`config.mk`:
```
export PLATFORM = sky130hd
export DESIGN_NAME = dsc_sequencer
export DESIGN_NICKNAME = d
export VERILOG_FILES = /design/src/design/dsc_pkg.sv /design/src/design/dsc_sync2.sv /design/src/design/dsc_sequencer.sv
export SDC_FILE = /design/constraint.sdc
export NUM_CORES = 1
export LEC_CHECK = 0
export BUFFER_PORTS_ARGS = -buffer_cell sky130_fd_sc_hd__buf_2
export CAP_MARGIN = 0
export CORE_MARGIN = 2
export CORE_UTILIZATION = 58
export DETAILED_ROUTE_END_ITERATION = 6
export GPL_TIMING_DRIVEN = 0
export PLACE_DENSITY = 0.79
export SETUP_SLACK_MARGIN = 0.2
export SYNTH_ARGS = -nofsm -noshare
export SYNTH_HDL_FRONTEND = slang
export SYNTH_SLANG_ARGS = --single-unit
```
`constraint.sdc`:
```
create_clock -name clk -period 2.9 [get_ports clk]
set_input_delay 0.145 -clock clk [delete_from_list [all_inputs] [get_ports clk]]
set_output_delay 0.145 -clock clk [all_outputs]
set_load 0.02 [all_outputs]
```
`src/design/dsc_pkg.sv`:
```
// Functional notes
// - Cycle auto zero, integrate, deintegrate, integrator zero.
// - Integrator zeroed before every integrate phase.
// - Integrate phase held for fixed clock count.
// - Deintegrate begins within one clock of expiry.
// - Same counter and clock time deintegration.
// - Stay deintegrating until comparator changes; stop counter. Code also gives up at DINT_MAX_CYCLES and flags over-range.
// - Result is count ratio, sign opposite reference.
// - Integrator zero then auto zero clear everything.
// - Sequence repeats automatically for continuous results.
// - Integration period a multiple of mains period.
`default_nettype none
package dsc_pkg;
  // Phase codes double as the phase-select pin pattern; Gray along the cycle
  typedef enum logic [1:0] {
    DSC_PH_AZ = 2'h0,
    DSC_PH_INT = 2'h1,
    DSC_PH_DINT = 2'h3,
    DSC_PH_IZ = 2'h2
  } dsc_phase_t;

  // Clock rate
  localparam int CLK_KHZ = 250000;
  // 100 ms spans 5 periods at 50 Hz and 6 at 60 Hz
  localparam int INTEGRATION_PERIOD_MS = 100;
  localparam int INTEGRATION_CYCLES = INTEGRATION_PERIOD_MS * CLK_KHZ;
  // Zeroing phase lengths
  localparam int AZ_PERIOD_MS = 10;
  localparam int AZ_CYCLES = AZ_PERIOD_MS * CLK_KHZ;
  localparam int IZ_PERIOD_MS = 10;
  localparam int IZ_CYCLES = IZ_PERIOD_MS * CLK_KHZ;
  // Deintegration give-up point, twice the integration time
  localparam int DINT_MAX_CYCLES = 2 * INTEGRATION_CYCLES;
  // Counter width
  localparam int CNT_W = 32;
endpackage : dsc_pkg
`default_nettype wire

```
`src/design/dsc_sync2.sv`:
```
`default_nettype none
// Two-stage synchroniser for an asynchronous pin
module dsc_sync2 #(
  parameter logic RST_VAL = 1'b1
) (
  input wire logic clk, // System clock
  input wire logic rstn, // Synchronous reset, active low
  input wire logic d_in, // Asynchronous level
  output logic q_out // Synchronised level
);
  logic meta_r;
  logic sync_r;

  // First stage feeds only the second stage
  always_ff @(posedge clk) begin
    if (!rstn) begin
      meta_r <= RST_VAL;
      sync_r <= RST_VAL;
    end else begin
      meta_r <= d_in;
      sync_r <= meta_r;
    end
  end

  assign q_out = sync_r;
endmodule : dsc_sync2
`default_nettype wire

```
`src/design/dsc_sequencer.sv`:
```
`default_nettype none
// Conversion controller driving the integrating analog processor
module dsc_sequencer #(
  parameter int CNT_W = dsc_pkg::CNT_W,
  parameter int INTEGRATION_CYCLES = dsc_pkg::INTEGRATION_CYCLES,
  parameter int AZ_CYCLES = dsc_pkg::AZ_CYCLES,
  parameter int IZ_CYCLES = dsc_pkg::IZ_CYCLES,
  parameter int DINT_MAX_CYCLES = dsc_pkg::DINT_MAX_CYCLES
) (
  input wire logic clk, // 250 MHz clock
  input wire logic rstn, // Synchronous reset, active low
  input wire logic run_en, // Keep converting while high
  input wire logic cmp_in, // Comparator pin, asynchronous
  output logic [1:0] phase_sel, // Phase-select pins
  output logic [CNT_W-1:0] deintegration_period, // Deintegration count
  output logic result_neg, // Measured value is negative
  output logic result_over, // Over-range on last conversion
  output logic result_valid // One-cycle pulse, new result
);
  // Refuse settings the counter cannot hold, at elaboration
  if (CNT_W < 2 || CNT_W > 32) begin : g_bad_width
    $error("CNT_W out of range");
  end
  if (INTEGRATION_CYCLES < 2 || AZ_CYCLES < 1 || IZ_CYCLES < 1 || DINT_MAX_CYCLES < 1) begin : g_bad_len
    $error("phase length too short");
  end
  // Wide compare: a 32-bit shift would turn negative at 31 bits
  if (64'(INTEGRATION_CYCLES) >= (64'h1 << CNT_W) || 64'(DINT_MAX_CYCLES) >= (64'h1 << CNT_W)) begin : g_bad_fit
    $error("conversion count exceeds counter");
  end
  if (64'(AZ_CYCLES) >= (64'h1 << CNT_W) || 64'(IZ_CYCLES) >= (64'h1 << CNT_W)) begin : g_bad_zero
    $error("zeroing count exceeds counter");
  end

  localparam logic [CNT_W-1:0] INT_LAST = CNT_W'(INTEGRATION_CYCLES - 1);
  localparam logic [CNT_W-1:0] AZ_LAST = CNT_W'(AZ_CYCLES - 1);
  localparam logic [CNT_W-1:0] IZ_LAST = CNT_W'(IZ_CYCLES - 1);
  localparam logic [CNT_W-1:0] DINT_LAST = CNT_W'(DINT_MAX_CYCLES - 1);

  logic cmp_sync;
  logic cmp_prev_r;
  logic cmp_fall;
  dsc_pkg::dsc_phase_t phase_r, phase_nxt;
  logic [CNT_W-1:0] cnt_r, cnt_nxt;
  logic [CNT_W-1:0] dint_r, dint_nxt;
  logic sign_r, sign_nxt;
  logic neg_r, neg_nxt;
  logic over_r, over_nxt;
  logic valid_r, valid_nxt;

  // Comparator resynchronised before use
  dsc_sync2 #(
    .RST_VAL(1'b1)
  ) u_cmp_sync (
    .clk(clk),
    .rstn(rstn),
    .d_in(cmp_in),
    .q_out(cmp_sync)
  );

  // Falling edge of the synchronised comparator marks the zero crossing
  always_ff @(posedge clk) begin
    if (!rstn) begin
      cmp_prev_r <= 1'b1;
    end else begin
      cmp_prev_r <= cmp_sync;
    end
  end
  assign cmp_fall = cmp_prev_r & ~cmp_sync;

  // Phase sequencing and the one shared counter
  always_comb begin
    phase_nxt = phase_r;
    cnt_nxt = cnt_r + CNT_W'(1);
    dint_nxt = dint_r;
    sign_nxt = sign_r;
    neg_nxt = neg_r;
    over_nxt = over_r;
    valid_nxt = 1'b0;
    case (phase_r)
      dsc_pkg::DSC_PH_AZ: begin
        // Hold in auto zero when stopped; the integrator stays clamped
        if (cnt_r >= AZ_LAST) begin
          cnt_nxt = cnt_r;
          if (run_en) begin
            phase_nxt = dsc_pkg::DSC_PH_INT;
            cnt_nxt = '0;
          end
        end
      end
      dsc_pkg::DSC_PH_INT: begin
        if (cnt_r == INT_LAST) begin
          phase_nxt = dsc_pkg::DSC_PH_DINT;
          cnt_nxt = '0;
          // Comparator high means positive input, so reference goes negative
          sign_nxt = ~cmp_sync;
        end
      end
      dsc_pkg::DSC_PH_DINT: begin
        if (cmp_fall) begin
          phase_nxt = dsc_pkg::DSC_PH_IZ;
          dint_nxt = cnt_r;
          neg_nxt = sign_r;
          over_nxt = 1'b0;
          valid_nxt = 1'b1;
          cnt_nxt = '0;
        end else if (cnt_r == DINT_LAST) begin
          phase_nxt = dsc_pkg::DSC_PH_IZ;
          dint_nxt = cnt_r;
          neg_nxt = sign_r;
          over_nxt = 1'b1;
          valid_nxt = 1'b1;
          cnt_nxt = '0;
        end
      end
      dsc_pkg::DSC_PH_IZ: begin
        if (cnt_r == IZ_LAST) begin
          phase_nxt = dsc_pkg::DSC_PH_AZ;
          cnt_nxt = '0;
        end
      end
      default: begin
        phase_nxt = dsc_pkg::DSC_PH_IZ;
        cnt_nxt = '0;
      end
    endcase
  end

  // Reset starts in integrator zero so the first integrate begins from 0 V
  always_ff @(posedge clk) begin
    if (!rstn) begin
      phase_r <= dsc_pkg::DSC_PH_IZ;
      cnt_r <= '0;
      dint_r <= '0;
      sign_r <= 1'b0;
      neg_r <= 1'b0;
      over_r <= 1'b0;
      valid_r <= 1'b0;
    end else begin
      phase_r <= phase_nxt;
      cnt_r <= cnt_nxt;
      dint_r <= dint_nxt;
      sign_r <= sign_nxt;
      neg_r <= neg_nxt;
      over_r <= over_nxt;
      valid_r <= valid_nxt;
    end
  end

  // Pins come straight from the phase register
  assign phase_sel = phase_r;
  assign deintegration_period = dint_r;
  assign result_neg = neg_r;
  assign result_over = over_r;
  assign result_valid = valid_r;
endmodule : dsc_sequencer
`default_nettype wire

```
# Word-level counts from Yosys, hierarchy flattened
# Cells that the tools add are included.
# Widths: inputs -> output; s select.
# word_totals
reg_bits,73
latch_bits,0
ramBits,0
mem_bits_ro,0
in_bits,4
out_inout_bits,37
elab_cells,54
memories,0
# op_classes
n_addsub,1
multipliers,0
div,0
magnitude_cmp,1
n_eq_ne,12
n_shift,0
n_mux,22
bitwise,2
n_reduce_logical,6
# ops
cell,n
$mux 32,8
$pmux 32 s4,1
$add 32x1->32 const B,1
$eq 32x22->1 const B,1
$eq 32x25->1 const B,1
$eq 32x26->1 const B,1
$ge 32x22->1 const B,1
$mux 2,6
$ne 2x2->1 const B,4
$pmux 2 s4,1
$mux 1,6
$ne 3x3->1 const B,2
$reduce_and 2->1,3
$reduce_and 5->1,1
$eq 2x2->1 const B,2
$eq 2x1->1 const B,1
$logic_not 2->1,1
$reduce_bool 2->1,1
$and 1x1->1,1
$not 1->1,1

# Depth between registers and ports, before layout
# depth
word_depth,4
depth_mapped,9

# Modules after synthesis
# From an unflattened synthesis, not the netlist that was laid out.
# hier_totals
cells_unflattened,391
area_unflattened_um2,3497.1
# by_module_without_submodules
mod,n_inst,cells_each,area_per_inst_um2
dsc_sequencer,1,387,3444.6
dsc_sync2,1,4,52.6

# Worst setup path before layout
# OpenSTA, ideal clock, no wires.
# synth_path
path_kind,flip-flop to flip-flop
from,register cnt_r[15]
to,register cnt_r[31]
setup_ns,0.130
t_arrival_ns,2.346
slack_ns,0.425
stages_incl_launch_ff,9
path_buffers,2
path_cell_list,dfxtp_1 buf_6 or4_1 or4_4 o31ai_4 nor3_2 o31ai_4 buf_6 a21oi_1
# synth_via
elab_chain_len,4
# synth_rtl
element,line_no,text
from (decl),dsc_sequencer.sv:44,"logic [CNT_W-1:0] cnt_r, cnt_nxt;"
from (signal assigned),dsc_sequencer.sv:141,cnt_r <= cnt_nxt;
$add 32x1->32 / $eq 32x26->1 (equally long branches),"dsc_sequencer.sv:74, dsc_sequencer.sv:107",
$mux 32,dsc_sequencer.sv:107,end else if (cnt_r == DINT_LAST) begin
$mux 32,dsc_sequencer.sv:100,if (cmp_fall) begin
$pmux 32 s4,dsc_sequencer.sv:80,case (phase_r)
# Several ways; a longest one is shown, not always the timed one.
# A chain may end at the register's enable or synchronous reset.

# Final worst setup path
# layout_path
from,register cnt_r[15]
to,register cnt_r[21]
# Same word-level chain as after synthesis.

==> results.md <==
* Post-synthesis compound-gate area fraction at 12.2%
* Synth Area in Simple Gates at 27.3%
* Fin cells at 521
* Hold depth at 2
* Req. time, crit path at 3140 ps
* DP HPWL at 5610 um
* Core Box Area at 5990 um2
* Filler cells at 496
* VDD IR max at 290 uV
* Max Cap Viol at 0
* Leakage power at 1.50 nW
* Final setup violation count at 0
* Die Y-Extent at 83.0 um
* CP Data Arrival Time at 2880 ps
* #FFs+latches synth at 73
* Wire length per cell at 15.6 um
* Min-delay src: rstn
* Starting Density at 60.4%
* Global Route Usage Sum at 23.5%
* Placed Instances at 501
* Worst-path fanout max at 10
* Worst-Margin Slew at 581 ps
* Final net count at 446
* Period utilization at 91.1%
* Async set or reset register ratio after synthesis at 0%
* Final Skew at 13.2 ps
* Post-synth top flop: dfxtp_1
* Endpoints failing hold at 0
* CTS H-tree lvls at 3
* Share of layout cells above drive strength 1 at 24.9%
* Post-Synth Adder-Cell Area at 0.346%
* Worst-Skew Late Latency at 360 ps
* Port buffer count at 39
* Net count after synthesis at 392
* Pin count of the biggest net entering global routing at 13
* Syn Std Cell Area at 3620 um2
* P&R area growth vs syn at 14.7%
* Synth top cells by count: 73 x dfxtp_1, 33 x mux2i_1, 28 x nor2_1
* Post-synthesis cell count at 387
* DRT antenna net count at 0
* First-pass GRT wire length at 13300 um
* First-iteration detailed-routing DRC count at 192
* Status: finished clean
* Power per cell area at 427 nW/um2
* Post-synth cell types at 61
* Post-Route WL at 8150 um
* Die area at 6880 um2
* Power Total at 1.77 mW
* Post-synth EDFFs at 0
* Fmax at 0.379 GHz
* Critical path class: reg2reg
* Area of the multi-input gates at 1900 um2
* Initial antenna violation count at 0
* Worst Hold End: phase_sel[1]$_SDFFE_PN1P_
* Slew HR at 60.8%
* CTS clk-pin slew, worst paths at 80 ps
* RSZ-0062 raised after global routing: yes
* Seq/Total Area, Yosys at 40.4%
* Avg Cell Area, Syn at 9.34 um2
* Antenna Cells at 0
* Critical path endpoint category: flop
* Startpoint types: flop
* DR DRC count at 0
* Fin Setup TNS at 0 ps
* Reg area at 1460 um2
* Flop2flop setup slack at 260 ps
* Top-count cell post-synth: dfxtp_1
* 1st-pass router iterations at 4
* Routed vias at 3051
* Total gr overflow at 0
* # rows at 28
* Post-synthesis mux area share at 9.13%
* Max Buffers Root-to-Sink at 2
* Synth warn at 0
* R2r worst-path depth at 9
* Clk sink count at 73
* CTS tree: built
* Top-area cell type share of the netlist area at 40.4%
* Vias in the first global route at 2852
* Die W at 83.0 um
* IO Count at 41
* CTS Root Cell: clkbuf_8
* Worst r2r src: cnt_r[15]$_SDFFE_PN0P_
* Pins over their slew limit at 0
* Tmin final at 2640 ps
* Biggest area consumer among synthesized cells: dfxtp_1
* End of the worst register-to-register path: cnt_r[21]$_SDFFE_PN0P_
* Largest cells by area after synthesis: dfxtp_1 40%, mux2i_1 9.1%, nor2b_1 3.8%, nor2_1 2.9%, nand2_1 2.7%
* GP Congestion at 0.942
* Via density at 5.86
* Post-Synth XOR/XNOR Area at 2.42%
* Largest family of logic cells by synthesized area: simple AND/OR/NAND/NOR gates
* HP Class: in2reg
* Number of buffers created by CTS at 9
## kinds of logic (layout without fill, tap and decap cells)
family / count (synthesis) / in the layout
adder cells (fa/ha/maj): 1 / 1
AO/OA/AOI/OAI: 62 / 62
flip-flops: 73 / 73
AND/OR/NAND/NOR: 170 / 170
buffers and inverters: 38 / 97
XOR/XNOR: 10 / 10
multiplexers: 33 / 33
## flip-flops by register name (all words and copies together) (netlist names)
signal / flops
cmp_prev_r: 1
cnt_r: 32
deintegration_period: 32
phase_sel: 2
result_neg: 1
result_over: 1
result_valid: 1
sign_r: 1
u_cmp_sync.meta_r: 1
u_cmp_sync.q_out: 1
## through the flow
stage                     area [um2]  util, %  hold slack, ps  setup WS (ps)
after CTS                       4100     68.4             112            215
after global placement          3910     65.2             325            132
after global routing            4150     69.2             154            138
final                           4150     69.2            94.4            259
after floorplan                 3620        -             246            425
after detailed placement        3910     65.2             331            106
## power by group
group          internal (mW)  total, mW  switching, mW
Sequential              1.01       1.01        0.00547
Combinational         0.0223     0.0507         0.0284
Clock                  0.334      0.710          0.376
## layout make-up
type	instances	share of cell area, %
plain buffers	32	6.58
clock buffers	12	3.50
clock inverters	4	0.694
inverters	6	0.543
multi-input cells	276	45.8
flip-flops and latches	73	35.2
well taps	75	2.26
repair buffers	43	5.43
## layer usage
layer / global-route usage [%] / vias to the layer above / part of all wire [%]
li1: - / 1504 / -
met1: 30.9 / 1440 / 44
met2: 37.5 / 95 / 47
met3: 4.17 / 12 / 6.5
met4: 10.7 / 0 / 1.7
met5: 0 / - / 0
## worst max-delay path by stage
| stage | start | endpoint | slack [ps] | depth (start not counted) |
|---|---|---|---|---|
| after detailed placement | cnt_r[0]$_SDFFE_PN0P_ | cnt_r[28]$_SDFFE_PN0P_ | 110 | 9 |
| after global routing | cnt_r[10]$_SDFFE_PN0P_ | cnt_r[21]$_SDFFE_PN0P_ | 140 | 8 |
| final | cnt_r[15]$_SDFFE_PN0P_ | cnt_r[21]$_SDFFE_PN0P_ | 260 | 9 |
| after CTS | cnt_r[0]$_SDFFE_PN0P_ | deintegration_period[23]$_SDFFE_PN0P_ | 220 | 9 |
| after floorplan | cnt_r[15]$_SDFFE_PN0P_ | cnt_r[31]$_SDFFE_PN0P_ | 420 | 8 |
| after global placement | cnt_r[0]$_SDFFE_PN0P_ | deintegration_period[28]$_SDFFE_PN0P_ | 130 | 9 |
## cells in the final DEF (no fill, tap or decap), types with 3 or more instances in the layout
cell type	count
nor2_1	28
or3_1	8
buf_6	6
nand2_1	26
dfxtp_1	73
and3_1	4
buf_2	44
inv_1	6
o31ai_1	10
buf_4	6
clkbuf_8	17
o21ai_0	10
xor2_1	10
a21oi_1	19
mux2i_1	33
a21oi_2	4
clkbuf_1	8
or4_1	9
nand2b_1	3
nor4_1	6
a211oi_1	4
clkbuf_2	3
nand3_1	18
nand4_1	9
nor2b_1	21
or3_2	3
and2_1	5
## critical path, cell delays in order (launching register included)
cell and delay, ps:
dfxtp_1 310, buf_6 140, or4_1 540, or4_4 550, o31ai_4 220, nor3_2 110, o31ai_4 290, buf_4 170
buf_6 140, a21oi_1 50
## repair_timing
item | 4_1_cts | 5_1_grt
setup endpoints to repair | 49 | 59
setup buffers | 0 | 2
endpoints found under the hold margin | 1 | 0
cloned | 0 | 1
pin swaps | 0 | 3
hold buffers | 1 | 0
resized for setup | 3 | 5
Note: power is estimated with default switching activity, not from simulation.
